$ cat src/hdl/xps_pkg.sv
// Constants and types shared by the crosspoint switch configuration loader
package xps_pkg;

  localparam int XPS_NUM_OUTPUTS = 16;
  localparam int XPS_NUM_INPUTS = 16;
  localparam int XPS_SEL_W = 4;
  localparam int XPS_ENTRY_W = 5;
  localparam int XPS_CHAIN_LEN = 80;
  localparam int XPS_ENTRY_EN_POS = 4;
  localparam int XPS_SYNC_STAGES = 2;

  // One output entry: enable on top, input number below
  typedef struct packed {
    logic output_enable_bit;
    logic [XPS_SEL_W-1:0] input_index;
  } xps_entry_t;

  typedef xps_entry_t [XPS_NUM_OUTPUTS-1:0] xps_config_t;

  // Control pins of the external controller
  typedef struct packed {
    logic link_clk;
    logic chip_select_n;
    logic update_n;
    logic serial_data_in;
    logic load_mode_select;
    logic output_disable_n;
    logic [XPS_SEL_W-1:0] output_index;
    xps_entry_t parallel_data;
  } xps_pins_t;

  localparam logic [XPS_CHAIN_LEN-1:0] XPS_CHAIN_RST = 80'h0000_0000_0000_0000_0000;
  localparam logic [XPS_NUM_INPUTS-1:0] XPS_ONE_HOT_BASE = 16'h0001;
  localparam logic [XPS_NUM_INPUTS-1:0] XPS_NO_INPUT = 16'h0000;
  localparam logic [XPS_NUM_OUTPUTS-1:0] XPS_ALL_OFF = 16'h0000;

endpackage

$ cat src/hdl/xps_sync.sv
// Two-flop synchroniser for a bundle of pin inputs
`timescale 1ns/1ps
`default_nettype none
module xps_sync
  import xps_pkg::*;
#(
  parameter int WIDTH = 1
)
(
  input wire logic ref_clk,
  input wire logic rst,
  input wire logic clk_en,
  input wire logic [WIDTH-1:0] async_in,
  output var logic [WIDTH-1:0] sync_out
);

  generate
    if (WIDTH < 1)
    begin : g_bad
      $error("xps_sync WIDTH must be at least 1");
    end
  endgenerate

  // Per bit: first stage feeds only the second
  genvar b;
  generate
    for (b = 0; b < WIDTH; b++)
    begin : g_bit
      logic meta_r;
      always_ff @(posedge ref_clk or posedge rst)
      begin
        if (rst)
        begin
          meta_r <= 1'b0;
          sync_out[b] <= 1'b0;
        end
        else if (clk_en)
        begin
          meta_r <= async_in[b];
          sync_out[b] <= meta_r;
        end
      end
    end
  endgenerate

endmodule
`default_nettype wire

$ cat src/hdl/xps_loader.sv
// Two-rank configuration loader of a 16x16 crosspoint switch
`timescale 1ns/1ps
`default_nettype none
module xps_loader
  import xps_pkg::*;
#(
  parameter int NUM_OUTPUTS = XPS_NUM_OUTPUTS
)
(
  input wire logic ref_clk,
  input wire logic rst,
  input wire logic clk_en,
  input wire logic link_clk,
  input wire logic chip_select_n,
  input wire logic update_n,
  input wire logic serial_data_in,
  input wire logic load_mode_select,
  input wire logic output_disable_n,
  input wire logic [XPS_SEL_W-1:0] output_index,
  input wire xps_entry_t parallel_data,
  output var logic serial_data_out,
  output var xps_config_t switch_config,
  output var logic [XPS_NUM_OUTPUTS-1:0] analog_output_n_active,
  output var logic [XPS_NUM_OUTPUTS-1:0][XPS_NUM_INPUTS-1:0] crosspoint_connect
);

  // Elaboration check: the entry layout is fixed at sixteen outputs
  generate
    if (NUM_OUTPUTS != XPS_NUM_OUTPUTS)
    begin : g_bad
      $error("xps_loader supports only NUM_OUTPUTS = 16");
    end
  endgenerate

  xps_pins_t pins_raw;
  xps_pins_t pins_s;
  logic link_clk_d_r;
  logic clk_fall;
  logic load_ok;
  logic latch_open;
  logic [XPS_CHAIN_LEN-1:0] chain_r;
  logic [XPS_CHAIN_LEN-1:0] chain_nxt;
  xps_config_t latch_r;

  // Gather the pins into one bundle
  always_comb
  begin
    pins_raw.link_clk = link_clk;
    pins_raw.chip_select_n = chip_select_n;
    pins_raw.update_n = update_n;
    pins_raw.serial_data_in = serial_data_in;
    pins_raw.load_mode_select = load_mode_select;
    pins_raw.output_disable_n = output_disable_n;
    pins_raw.output_index = output_index;
    pins_raw.parallel_data = parallel_data;
  end

  // All pins cross into the ref_clk domain
  xps_sync #(
    .WIDTH($bits(xps_pins_t))
  ) u_sync (
    .ref_clk(ref_clk),
    .rst(rst),
    .clk_en(clk_en),
    .async_in(pins_raw),
    .sync_out(pins_s)
  );

  // Delayed copy of the synchronised control clock
  always_ff @(posedge ref_clk or posedge rst)
  begin
    if (rst)
      link_clk_d_r <= 1'b0;
    else if (clk_en)
      link_clk_d_r <= pins_s.link_clk;
  end

  // Falling control clock edge
  assign clk_fall = link_clk_d_r & ~pins_s.link_clk;
  // Loading needs select low and update high
  assign load_ok = clk_fall & ~pins_s.chip_select_n & pins_s.update_n;
  // Second rank open while select and update are both low
  assign latch_open = ~pins_s.chip_select_n & ~pins_s.update_n;

  // Next first-rank value for serial shift or indexed parallel write
  always_comb
  begin
    chain_nxt = chain_r;
    if (!pins_s.load_mode_select)
    begin
      // New bit enters at bit 0, oldest leaves from the top
      chain_nxt = {chain_r[XPS_CHAIN_LEN-2:0], pins_s.serial_data_in};
    end
    else
    begin
      // Entry k occupies bits 5k+4 .. 5k, enable on top
      chain_nxt[pins_s.output_index*XPS_ENTRY_W +: XPS_ENTRY_W] =
        pins_s.parallel_data;
    end
  end

  // First rank updates only on qualified falling edges
  always_ff @(posedge ref_clk or posedge rst)
  begin
    if (rst)
      chain_r <= XPS_CHAIN_RST;
    else if (clk_en && load_ok)
      chain_r <= chain_nxt;
  end

  // Second rank follows while open, holds otherwise; one latch for all
  always_ff @(posedge ref_clk or posedge rst)
  begin
    if (rst)
      latch_r <= xps_config_t'(XPS_CHAIN_RST);
    else if (clk_en && latch_open)
      latch_r <= xps_config_t'(chain_r);
  end

  // Chain tail drives the daisy-chain output, registered from the top bit in both load modes
  always_ff @(posedge ref_clk or posedge rst)
  begin
    if (rst)
      serial_data_out <= 1'b0;
    else if (clk_en)
      serial_data_out <= chain_r[XPS_CHAIN_LEN-1];
  end

  // Visible switch state straight from the second rank
  always_ff @(posedge ref_clk or posedge rst)
  begin
    if (rst)
      switch_config <= xps_config_t'(XPS_CHAIN_RST);
    else if (clk_en)
      switch_config <= latch_r;
  end

  // Per output: drive enable and one-hot input connection
  genvar o;
  generate
    for (o = 0; o < XPS_NUM_OUTPUTS; o++)
    begin : g_out
      logic active;
      // Disable pin overrides the latched enable, latch itself untouched
      assign active = latch_r[o].output_enable_bit & pins_s.output_disable_n;
      always_ff @(posedge ref_clk or posedge rst)
      begin
        if (rst)
        begin
          analog_output_n_active[o] <= 1'b0;
          crosspoint_connect[o] <= XPS_NO_INPUT;
        end
        else if (clk_en)
        begin
          analog_output_n_active[o] <= active;
          if (active)
            crosspoint_connect[o] <= XPS_ONE_HOT_BASE << latch_r[o].input_index;
          else
            crosspoint_connect[o] <= XPS_NO_INPUT;
        end
      end
    end
  endgenerate

endmodule
`default_nettype wire

$ cat config.mk
export PLATFORM = sky130hd
export DESIGN_NAME = xps_loader
export DESIGN_NICKNAME = d
export VERILOG_FILES = /design/src/hdl/xps_pkg.sv /design/src/hdl/xps_sync.sv /design/src/hdl/xps_loader.sv
export SDC_FILE = /design/constraint.sdc
export NUM_CORES = 1
export LEC_CHECK = 0
export CORE_MARGIN = 2
export CORE_UTILIZATION = 59
export CTS_BUF_LIST = sky130_fd_sc_hd__clkbuf_4 sky130_fd_sc_hd__clkbuf_8
export CTS_CLUSTER_SIZE = 16
export DETAILED_ROUTE_END_ITERATION = 7
export DONT_BUFFER_PORTS = 1
export GPL_TIMING_DRIVEN = 1
export PLACE_DENSITY = 0.78
export SKIP_CTS_REPAIR_TIMING = 1
export SLEW_MARGIN = 20
export SYNTH_ARGS = -nofsm -noshare
export SYNTH_HDL_FRONTEND = slang
export SYNTH_SLANG_ARGS = --single-unit
$ cat constraint.sdc
create_clock -name ref_clk -period 20.1 [get_ports ref_clk]
set_clock_uncertainty 0.2 [all_clocks]
set_input_delay 4.02 -clock ref_clk [delete_from_list [all_inputs] [get_ports ref_clk]]
set_output_delay 4.02 -clock ref_clk [all_outputs]
set_load 0.02 [all_outputs]
After elaboration in Yosys (flattened, before gate mapping)
Index checks and enable logic that the tools add are counted.
Operators by class
  multiplexer cells: 18
  shift operators: 18
  $lt $le $gt $ge: 0
  add/sub/neg operators: 1
  bitwise operators: 23
  divide/modulo/power cells: 0
  equality and inequality tests: 0
  multipliers: 1
  reductions and logical operators: 2
Operator list (number)
  16-bit two-way mux: 16
  1-bit by 4-bit << shifter with 16-bit output, first input constant: 16
  80-bit bitwise mux: 1
  80-bit two-way mux: 1
  5-bit by 34-bit variable shift with 80-bit output, first input constant: 1
  5-bit by 34-bit variable part select with 80-bit output: 1
  7-bit negation with 34-bit output: 1
  1-bit bitwise AND: 20
  4-bit by 3-bit multiplier with 7-bit output, second input constant: 1
  1-bit inverter: 3
  1-bit logical AND: 2
Storage, ports and cells
  logic and storage cells: 192
  bits in latches: 0
  output and inout port bits: 353
  memory bits (read-only): 0
  memory bits (writable): 0
  memories kept: 0
  register bits after elaboration: 544

Longest topological paths before layout
Gate-level depths: netlist (run 1).
  word-level depth: 5
  depth in mapped cells: 9

Cells and area by module
Synthesis (run 1) repeated with hierarchy kept, for this count alone.
Unflattened totals
  cells, all modules: 1859
  area total of the unflattened synthesis: 22008.6 µm²
Modules (own cells, without submodules)
  xps_loader: area an instance 20769.9 µm², cells each 1795, times used 1, seq. area each 12862.3 µm²
  xps_sync: area an instance 1238.7 µm², cells each 64, times used 1, seq. area each 750.7 µm²

Worst setup path after synthesis (run 1)
No wires, ideal clock.
  path type: input-to-reg
  start: input port clk_en
  end: register chain_r[50]
  setup slack: 14.405 ns
  cell stages on the path: 7
  data arrival time: 5.371 ns
  path buffers: 2
  cells stage by stage: buf_2 nand2b_2 nor3_2 buf_2 o21ai_0 and2b_2 mux2_2
Between the ends
  cells in the longest elaborated chain, start to end: 1
Ends and longest elaborated chain
  start, declared: line xps_loader.sv:12  | input wire logic clk_en,
  1-bit logical AND: line xps_loader.sv:107  | else if (clk_en && load_ok)
  end signal, assigned: line xps_loader.sv:108  | chain_r <= chain_nxt;
  end, declared: line xps_loader.sv:41  | logic [XPS_CHAIN_LEN-1:0] chain_r;
No other way between the ends.
A chain may end at the register's enable or synchronous reset.

==> results of run 1 <==
[final timing paths]
path	endpoint	slack [ns]	startpoint	cells past startpoint
max in group ref_clk	chain_r[39]	14.32	clk_en	6
worst min register to register	u_sync.sync_out[11]	0.28	u_sync.g_bit[11].meta_r	2
worst min-delay path	u_sync.sync_out[11]	0.28	u_sync.g_bit[11].meta_r	2
worst max register to register	chain_r[55]	16.73	u_sync.sync_out[5]	6
min in group asynchronous	crosspoint_connect[34]	3.23	rst	1
worst max-delay path	u_sync.sync_out[10]	14.11	rst	3
[per-layer routing]
metal | global-route usage (%) | wire [um] | vias to the layer above
met4 | 8.92 | 1330 | 2
met1 | 34.1 | 20600 | 7139
met3 | 8.85 | 4550 | 99
met2 | 40.2 | 23000 | 518
li1 | - | - | 6410
met5 | 0 | 11 | -
[worst max-delay path, delay by kind of cell]
kind | cells | cell delay (ns)
buffers and inverters | 3 | 2.15
[synthesized netlist by cell type, types with 13 or more instances]
library cell,instances
dfrtp_1,544
inv_1,304
o22ai_1,263
mux2_2,203
nand2_1,79
o21ai_0,53
clkbuf_1,51
nand2b_1,35
nor2_1,34
a21oi_1,23
buf_2,23
mux2i_1,18
nand4_1,18
or3_1,18
a22o_1,16
or2_2,16
o2bb2ai_1,15
a21boi_0,14
a31oi_1,14
nand3_1,13
nand4b_1,13
[sequential cells by signal, summed over array words and instances, names as in the netlist]
name and flops:
serial_data_out 1, crosspoint_connect 256, latch_r 80, chain_r 80, link_clk_d_r 1, u_sync.g_bit.meta_r 15
u_sync.sync_out 15, analog_output_n_active 16, switch_config 80
[kinds of logic after synthesis]
family          after synthesis  share of synthesized area (%)
flops                       544                           62.5
xor+xnor                      2                          0.167
fa+ha+maj                     4                          0.230
simple gates                244                           5.87
mux                         227                           11.7
compound gates              428                           12.6
buf+inv                     391                           6.94
[area by class of cell]
class,instances,share of cell area (%)
clock buffers,141,7.14
multi-input cells,905,28.0
inverters,305,4.83
diodes,2,0.0210
well taps,468,2.46
clock inverters,5,0.105
flip-flops and latches,544,57.1
repair buffers,10,0.315
[per-stage QoR]
stage / hold slack (ns) / instances / setup slack (ns)
floorplan: 0.249 / 1840 / 0.673
global placement: 0.263 / 2232 / 13.38
detailed placement: 0.271 / 2232 / 13.29
CTS: 0.284 / 2378 / 13.96
global route: 0.321 / 2378 / 13.67
finish: 0.277 / 2380 / 14.11
[power by group through the flow]
| stage | clock (W) | combinational (W) | sequential (W) |
|---|---|---|---|
| after global placement | 0 | 0.000405 | 0.00162 |
| after floorplan | 0 | 0.000366 | 0.00153 |
| final | 0.000936 | 0.000426 | 0.00161 |
| after global routing | 0.00100 | 0.000475 | 0.00164 |
| after CTS | 0.000957 | 0.000428 | 0.00161 |
| after detailed placement | 0 | 0.000425 | 0.00163 |
==> flow_metrics.env, run 1 <==
export IMPL_status="complete, no violations"
export IMPL_gr_total_overflow=0
export IMPL_drive_above_1_share_pct=20.7
export IMPL_period_needed_ns=5.99
export IMPL_multi_input_area_um2=6680
export IMPL_finalPower_w=0.00297
export IMPL_synth_area_um2=21800
export IMPL_track_usage_pct=25.8
export IMPL_cp_slowest_cell="buf_4"
export IMPL_worst_pin_slew_ns=1.16
export IMPL_clock_sinks=544
export IMPL_regArea_um2=13600
export IMPL_hold_viol=0
export IMPL_critPathKind="input port to asynchronous set/reset pin"
export IMPL_grt_pass1_wl_mm=78.7
export IMPL_cts_tree="built"
export IMPL_grt_pass1_vias=14341
export IMPL_fmax_ghz=0.167
export IMPL_antenna_left=0
export IMPL_p_per_area_nw_per_um2=125
export IMPL_pwr_share_clk_pct=31.5
export IMPL_areaGrowthSynthToFinish_pct=9.41
export IMPL_rows=70
export IMPL_final_common_cell="dfrtp_1"
export IMPL_ys_ff_latch=544
export IMPL_drt_pre_antenna_iters=7
export IMPL_cts_root_buffer="clkbuf_8"
export IMPL_drt_iter0_drc=924
export IMPL_period_share_pct=29.8
export IMPL_fillers=2702
export IMPL_async_flop_share_pct=100
export IMPL_p_sw_share_pct=31.6
export IMPL_hold_class="flip-flop to flip-flop"
export IMPL_vdd_drop_max_mv=0.0752
export IMPL_antenna_found_initial=3
export IMPL_synth_top_area_share_pct=62.5
export IMPL_drv_slew=0
export IMPL_max_stage_delay_ns=0.88
export IMPL_final_cell_mix="dfrtp_1 (543), inv_1 (303), o22ai_1 (263), mux2_2 (203), clkbuf_8 (103)"
export IMPL_clock_path_buffers=3
export IMPL_grt_max_degree=394
export IMPL_dp_hpwl_mm=33.0
export IMPL_worstPathArrival_ns=6.32
export IMPL_cts_buffers=86
export IMPL_fin_area_um2=23800
export IMPL_ys_types=54
export IMPL_crit_chain="inv_8 > buf_4 > buf_4"
export IMPL_cp_required_ns=20.43
export IMPL_synthTopCellsByArea="dfrtp_1 (62%), mux2_2 (10%), o22ai_1 (7.6%), inv_1 (5.2%), nand2_1 (1.4%)"
export IMPL_nets=1874
export IMPL_cts_max_level=3
export IMPL_cpMostUsedCell="buf_4"
export IMPL_pwr_share_seq_pct=54.2
export IMPL_critPathCaptureType="asynchronous set/reset pin"
export IMPL_vias=14168
export IMPL_synth_fp_nets=1862
export IMPL_io_buffers=0
export IMPL_synth_edf_count=0
export IMPL_yosysSeqAreaShare_pct=62.5
export IMPL_rsz0062_at_grt="false"
export IMPL_io_pins=371
export IMPL_yosys_most_used_dff="dfrtp_1"
export IMPL_p_leak_nw=10.5
export IMPL_die_w_um=196
export IMPL_slew_headroom_pct=22.2
export IMPL_cp_start_kind="input port"
export IMPL_die_area_um2=38500
export IMPL_power_switching_w=0.000940
export IMPL_initial_core_util_pct=59.7
export IMPL_synth_avg_cell_area_um2=11.8
export IMPL_synth_warnings=0
export IMPL_wirelength_mm=49.5
export IMPL_p_int_w=0.00203
export IMPL_wire_per_inst_um=20.8
export IMPL_synthCells=1840
export IMPL_fin_tns_setup_ns=0
export IMPL_power_frac_comb_pct=14.3
export IMPL_finalCoreUtilization_pct=65.3
export IMPL_synth_top_area_cell="dfrtp_1"
export IMPL_drc=0
export IMPL_setup_violations=0
export IMPL_critPathMaxFanout=132
export IMPL_drv_cap=0
export IMPL_die_y_um=196
export IMPL_avgViaCountPerCell=5.95
export IMPL_place_gp_congestion=0.893
export IMPL_worstSkewPairLatency_ns=0.62
export IMPL_core_um2=36500
export IMPL_path_clk_slew_ns=0.06
export IMPL_placed_cell_area_um2=22100
(Power assumes the default switching activity.)
==> run 2: changes to the inputs <==
--- a/config.mk
+++ b/config.mk
@@ -5,6 +5,7 @@
 export SDC_FILE = /design/constraint.sdc
 export NUM_CORES = 1
 export LEC_CHECK = 0
+export ABC_AREA = 1
 export CORE_MARGIN = 2
 export CORE_UTILIZATION = 59
 export CTS_BUF_LIST = sky130_fd_sc_hd__clkbuf_4 sky130_fd_sc_hd__clkbuf_8
==> constraint.sdc (replaced) <==
create_clock -name ref_clk -period 5.31 [get_ports ref_clk]
set_clock_uncertainty 0.2 [all_clocks]
set_input_delay 1.062 -clock ref_clk [delete_from_list [all_inputs] [get_ports ref_clk]]
set_output_delay 1.062 -clock ref_clk [all_outputs]
set_load 0.02 [all_outputs]
==> run 2 against run 1 <==
  * Sequential power grew to 3.5 times the previous value
  * Clock-buffer cell count shrank 6
  * Design area grew 1.3%
  * Critical path depth grew 5
  * Core utilization grew 0.67 points
  * Non-clock buffer count grew 6
  * Critical endpoint is now chain_r[5]
  * First-iteration DRC count grew 44%
  * Area after synthesis grew 0.54%
  * Global-route usage grew 1.9 points
  * Power grew to 3.8 times the previous value
  * Hold slack lost 0.011 ns
==> flow_metrics.env, run 2 <==
export IMPL_drv_cap=0
export IMPL_setup_violations=0
export IMPL_rsz0062_at_grt="false"
export IMPL_avgViaCountPerCell=5.71
export IMPL_yosys_most_used_dff="dfrtp_1"
export IMPL_die_area_um2=38700
export IMPL_holdWs_ns=0.266
export IMPL_initial_core_util_pct=59.8
export IMPL_synth_fp_nets=2439
export IMPL_final_cell_mix="nand2_1 (752), dfrtp_1 (543), o21ai_0 (421), inv_1 (200), nand3_1 (192)"
export IMPL_wire_per_inst_um=18.1
export IMPL_fin_area_um2=24100
export IMPL_drt_iter0_drc=1330
export IMPL_areaGrowthSynthToFinish_pct=10.2
export IMPL_synth_avg_cell_area_um2=9.06
export IMPL_cts_max_level=3
export IMPL_period_share_pct=55.4
export IMPL_pwr_share_seq_pct=50.8
export IMPL_status="complete, no violations"
export IMPL_io_buffers=0
export IMPL_fillers=2928
export IMPL_worst_pin_slew_ns=0.998
export IMPL_drv_slew=0
export IMPL_power_frac_comb_pct=14.9
export IMPL_final_common_cell="nand2_1"
export IMPL_ys_types=30
export IMPL_synth_top_area_cell="dfrtp_1"
export IMPL_drc=0
export IMPL_placed_cell_area_um2=22200
export IMPL_p_per_area_nw_per_um2=462
export IMPL_synth_area_um2=21900
export IMPL_die_y_um=197
export IMPL_core_um2=36600
export IMPL_synth_edf_count=0
export IMPL_synth_warnings=0
export IMPL_io_pins=371
export IMPL_slew_headroom_pct=33.5
export IMPL_pwr_share_clk_pct=34.3
export IMPL_grt_use_met2_pct=42.7
export IMPL_drt_pre_antenna_iters=7
export IMPL_power_switching_w=0.00364
export IMPL_p_leak_nw=11.8
export IMPL_async_flop_share_pct=100
export IMPL_cts_buffers=86
export IMPL_period_needed_ns=2.94
export IMPL_nets=2445
export IMPL_worstPathArrival_ns=3.29
export IMPL_clock_sinks=544
export IMPL_hold_viol=0
export IMPL_yosysSeqAreaShare_pct=62.1
export IMPL_grt_pass1_wl_mm=86.0
export IMPL_p_sw_share_pct=32.6
export IMPL_cp_start_kind="flip-flop"
export IMPL_cts_root_buffer="clkbuf_8"
export IMPL_drive_above_1_share_pct=8.56
export IMPL_die_w_um=197
export IMPL_vdd_drop_max_mv=0.245
export IMPL_p_int_w=0.00752
export IMPL_rows=70
export IMPL_place_gp_congestion=0.911
export IMPL_r2r_start="u_sync.sync_out[5]"
export IMPL_cp_required_ns=5.66
export IMPL_fmax_ghz=0.340
export IMPL_grt_use_met3_pct=7.65
export IMPL_dp_hpwl_mm=35.7
export IMPL_critPathMaxFanout=17
export IMPL_clock_path_buffers=3
export IMPL_critPathCaptureType="flip-flop"
export IMPL_track_usage_pct=27.7
export IMPL_grt_pass1_vias=16262
export IMPL_startpoint="u_sync.sync_out[5]"
export IMPL_globalRoute_busiestLayer="met2"
export IMPL_gr_total_overflow=0
export IMPL_diodes=0
export IMPL_wirelength_mm=53.4
export IMPL_largest_register="crosspoint_connect"
export IMPL_largest_reg_flops=256
export IMPL_vias=16899
export IMPL_synth_top_area_share_pct=62.1
export IMPL_grt_use_met1_pct=38.7
export IMPL_critPathKind="flip-flop to flip-flop"
export IMPL_worstSkewPairLatency_ns=0.63
export IMPL_path_clk_slew_ns=0.07
export IMPL_synthCells=2417
export IMPL_hold_class="input port to asynchronous set/reset pin"
export IMPL_cts_tree="built"
export IMPL_synthTopCellsByArea="dfrtp_1 (62%), nand2_1 (13%), o21ai_0 (9.6%), nand3_1 (4.4%), inv_1 (3.4%)"
export IMPL_ys_ff_latch=544
export IMPL_grt_max_degree=193
export IMPL_antenna_found_initial=0
export IMPL_synth_most_common_cell="nand2_1"
export IMPL_antenna_left=0
export IMPL_synthTopCellsByCount="nand2_1 (753), dfrtp_1 (544), o21ai_0 (421), inv_1 (201), nand3_1 (192)"
[run 2: kinds of logic after synthesis]
kind of cell	count (synthesis)	share of synthesized area, %
fa+ha+maj	4	0.228
simple gates	1026	19.3
buf+inv	307	5.63
mux	5	0.257
compound gates	531	12.5
flops	544	62.1
[run 2: worst max-delay path, cell delays in order (launching register included)]
cell	delay, ns
dfrtp_1	0.51
inv_2	0.16
ha_1	0.45
nand2_1	0.48
nor2_1	0.65
nand3_1	0.17
o21ai_1	0.11
nor2_1	0.05
nor2_1	0.08
[run 2: stage by stage]
step | power, W | setup WS [ns] | TNS [ns] | cells | util [%]
global placement | 0.00729 | 2.36 | 0 | 2803 | 60.7
detailed placement | 0.00738 | 2.32 | 0 | 2803 | 60.7
finish | 0.0112 | 2.37 | 0 | 2957 | 65.9
floorplan | 0.00680 | -3.35 | -1823.45 | 2417 | -
CTS | 0.0112 | 2.47 | 0 | 2957 | 65.9
global route | 0.0118 | 2.26 | 0 | 2957 | 65.9
[run 2: path summary, 6_finish.rpt]
path	end	slack, ns	depth (start not counted)
min in group ref_clk	u_sync.g_bit[12].meta_r	0.28	2
worst min register to register	u_sync.g_bit[12].meta_r	0.28	2
worst max register to register	chain_r[5]	2.37	8
worst min-delay path	latch_r[13]	0.27	1
max in group asynchronous	latch_r[37]	3.45	2
worst max-delay path	chain_r[5]	2.37	8
[run 2: routing by layer]
metal | share of wire [%] | vias to the layer above | wire length, um
met5 | 0 | - | 0
met4 | 2.1 | 0 | 1120
met3 | 9.2 | 88 | 4900
met2 | 46 | 682 | 24700
met1 | 42 | 8242 | 22700
li1 | - | 7887 | -
[run 2: cell type report]
cell class	instances	area [um^2]	area share (%)
Multi-Input combinational cell	1566	7070	29.3
Tap cell	468	586	2.43
Clock buffer	135	1730	7.15
Sequential cell	544	13600	56.4
Timing Repair Buffer	16	170	0.705
Inverter	209	796	3.30
Clock inverter	19	180	0.746
[run 2: power groups by stage]
stage	sequential, W	combinational [W]	clock, W
2_1_floorplan	0.00550	0.00130	0
3_3_place_gp	0.00571	0.00158	0
3_5_place_dp	0.00573	0.00165	0
4_1_cts	0.00566	0.00166	0.00390
5_1_grt	0.00575	0.00194	0.00408
6_report	0.00567	0.00166	0.00382
==> run 3: changes to the inputs <==
--- a/config.mk
+++ b/config.mk
@@ -7,13 +7,13 @@
 export LEC_CHECK = 0
 export ABC_AREA = 1
 export CORE_MARGIN = 2
-export CORE_UTILIZATION = 59
+export CORE_UTILIZATION = 63
 export CTS_BUF_LIST = sky130_fd_sc_hd__clkbuf_4 sky130_fd_sc_hd__clkbuf_8
 export CTS_CLUSTER_SIZE = 16
 export DETAILED_ROUTE_END_ITERATION = 7
 export DONT_BUFFER_PORTS = 1
 export GPL_TIMING_DRIVEN = 1
-export PLACE_DENSITY = 0.78
+export PLACE_DENSITY = 0.79
 export SKIP_CTS_REPAIR_TIMING = 1
 export SLEW_MARGIN = 20
 export SYNTH_ARGS = -nofsm -noshare
==> constraint.sdc (replaced) <==
create_clock -name ref_clk -period 2.9 [get_ports ref_clk]
set_clock_uncertainty 0.2 [all_clocks]
set_input_delay 0.58 -clock ref_clk [delete_from_list [all_inputs] [get_ports ref_clk]]
set_output_delay 0.58 -clock ref_clk [all_outputs]
set_load 0.02 [all_outputs]
==> run 3 against run 2 <==
  * Wire length up 2.3%
  * Critical path type unchanged
  * Worst setup slack worse by 2.0 ns
  * Clock-buffer cell count increased by 1
  * Via count grew 0.96%
  * Design area grew 1.3%
  * Sequential cell count is the same
  * Global-route usage rose by 2.4 points
  * Critical endpoint is now chain_r[12]
  * Critical path depth did not move
  * Die area decreased by 6.2%
  * Largest power group unchanged
  * Sequential power rose by 83%
  * Non-clock buffer count rose by 38
==> flow_metrics.env, run 3 (same netlist as run 2, synthesis figures left out) <==
export IMPL_drt_iter0_drc=1329
export IMPL_grt_pass1_vias=16526
export IMPL_rows=68
export IMPL_drive_above_1_share_pct=8.94
export IMPL_setup_violations=0
export IMPL_drt_pre_antenna_iters=6
export IMPL_core_um2=34400
export IMPL_gr_total_overflow=0
export IMPL_p_per_area_nw_per_um2=830
export IMPL_period_needed_ns=2.49
export IMPL_cp_start_kind="flip-flop"
export IMPL_fmax_ghz=0.401
export IMPL_cts_max_level=3
export IMPL_cts_tree="built"
export IMPL_vias=17062
export IMPL_worstSkewPairLatency_ns=0.64
export IMPL_path_clk_slew_ns=0.07
export IMPL_dp_hpwl_mm=36.9
export IMPL_status="complete, no violations"
export IMPL_areaGrowthSynthToFinish_pct=11.7
export IMPL_pre_cts_slack_ns=0.510
export IMPL_initial_core_util_pct=63.7
export IMPL_fin_tns_setup_ns=0
export IMPL_drv_cap=0
export IMPL_hold_viol=0
export IMPL_largest_reg_flops=256
export IMPL_final_cell_mix="nand2_1 (752), dfrtp_1 (543), o21ai_0 (421), inv_1 (200), nand3_1 (192)"
export IMPL_vdd_drop_max_mv=0.441
export IMPL_slew_headroom_pct=58.5
export IMPL_io_buffers=0
export IMPL_layout_cells_non_filler=2972
export IMPL_largest_register="crosspoint_connect"
export IMPL_grt_max_degree=100
export IMPL_nets=2482
export IMPL_drc=0
export IMPL_antenna_found_initial=0
export IMPL_r2r_start="u_sync.sync_out[5]"
export IMPL_p_leak_nw=11.9
export IMPL_worstPathArrival_ns=2.84
export IMPL_diodes=0
export IMPL_startpoint="u_sync.sync_out[5]"
export IMPL_antenna_left=0
export IMPL_endpoint="chain_r[12]"
export IMPL_cp_required_ns=3.25
export IMPL_drv_slew=0
export IMPL_die_area_um2=36300
export IMPL_finalCoreUtilization_pct=71.2
export IMPL_avgViaCountPerCell=5.74
export IMPL_track_usage_pct=30.1
export IMPL_critPathCaptureType="flip-flop"
export IMPL_setup_slack_ns=0.409
export IMPL_wire_per_inst_um=18.4
export IMPL_die_y_um=190
export IMPL_rrSetupSlack_ns=0.41
export IMPL_hold_class="input port to flip-flop"
export IMPL_placed_cells=2811
export IMPL_period_share_pct=85.9
export IMPL_wirelength_mm=54.6
export IMPL_clock_path_buffers=3
export IMPL_holdWs_ns=0.117
export IMPL_die_w_um=190
export IMPL_worst_pin_slew_ns=0.621
export IMPL_rr_worst_depth=8
export IMPL_cts_root_buffer="clkbuf_8"
export IMPL_clock_sinks=544
export IMPL_worstReg2RegEnd="chain_r[12]"
export IMPL_grt_pass1_wl_mm=87.4
export IMPL_final_common_cell="nand2_1"
export IMPL_rsz0062_at_grt="false"
export IMPL_cts_buffers=85
export IMPL_place_gp_congestion=0.935
export IMPL_critPathKind="flip-flop to flip-flop"
export IMPL_critPathMaxFanout=11
export IMPL_io_pins=371
==> run 3: cell count changes in the layout (fill, tap and decap cells not counted), sizes merged <==
cell,before,now
buf,16,38
clkinvlp,5,1
clkinv,13,7
bufinv,3,2
clkbuf,135,136
dlygate4sd3,0,16
==> run 3: cell type report <==
class,instances,area (um^2)
clock buffer,136,1710
clock inverter,8,90.1
fill,2529,9910
inverter,209,796
multi-input combinational,1566,7070
sequential,544,13600
tap,455,569
timing repair buffer,54,616
==> run 3: per-stage QoR <==
| stage | total power [W] | cell area (um^2) |
|---|---|---|
| detailed placement | 0.0136 | 22500 |
| global route | 0.0214 | 24500 |
| global placement | 0.0134 | 22500 |
| finish | 0.0203 | 24500 |
| floorplan | 0.0125 | 21900 |
| CTS | 0.0203 | 24300 |
==> run 3: worst min path at each step <==
stage,depth (start not counted),end,from
detailed placement,2,u_sync.g_bit[13].meta_r,u_sync.g_bit[13].meta_r
global placement,2,u_sync.g_bit[8].meta_r,u_sync.g_bit[8].meta_r
global route,3,switch_config[34],clk_en
floorplan,2,u_sync.g_bit[0].meta_r,u_sync.g_bit[0].meta_r
finish,3,u_sync.g_bit[0].meta_r,clk_en
CTS,1,latch_r[36],rst
==> run 3: per-layer routing <==
| metal | part of all wire, % | track usage [%] |
|---|---|---|
| met5 | 0 | 0 |
| met4 | 3.0 | 11.3 |
| met3 | 8.5 | 7.66 |
| met2 | 47 | 46.5 |
| met1 | 42 | 41.7 |
==> run 3: where the power goes <==
group	switching, W	internal, W
combinational	0.00214	0.00101
clock	0.00287	0.00388
sequential	0.00163	0.00876
==> run 3: critical path, cell delays in order (launching register included) <==
cell and delay [ns]:
dfrtp_1 0.52, inv_2 0.15, ha_1 0.43, inv_1 0.13, nor2_1 0.26, nand2_1 0.33
o21ai_0 0.25, nand2_1 0.07, nand2_1 0.07
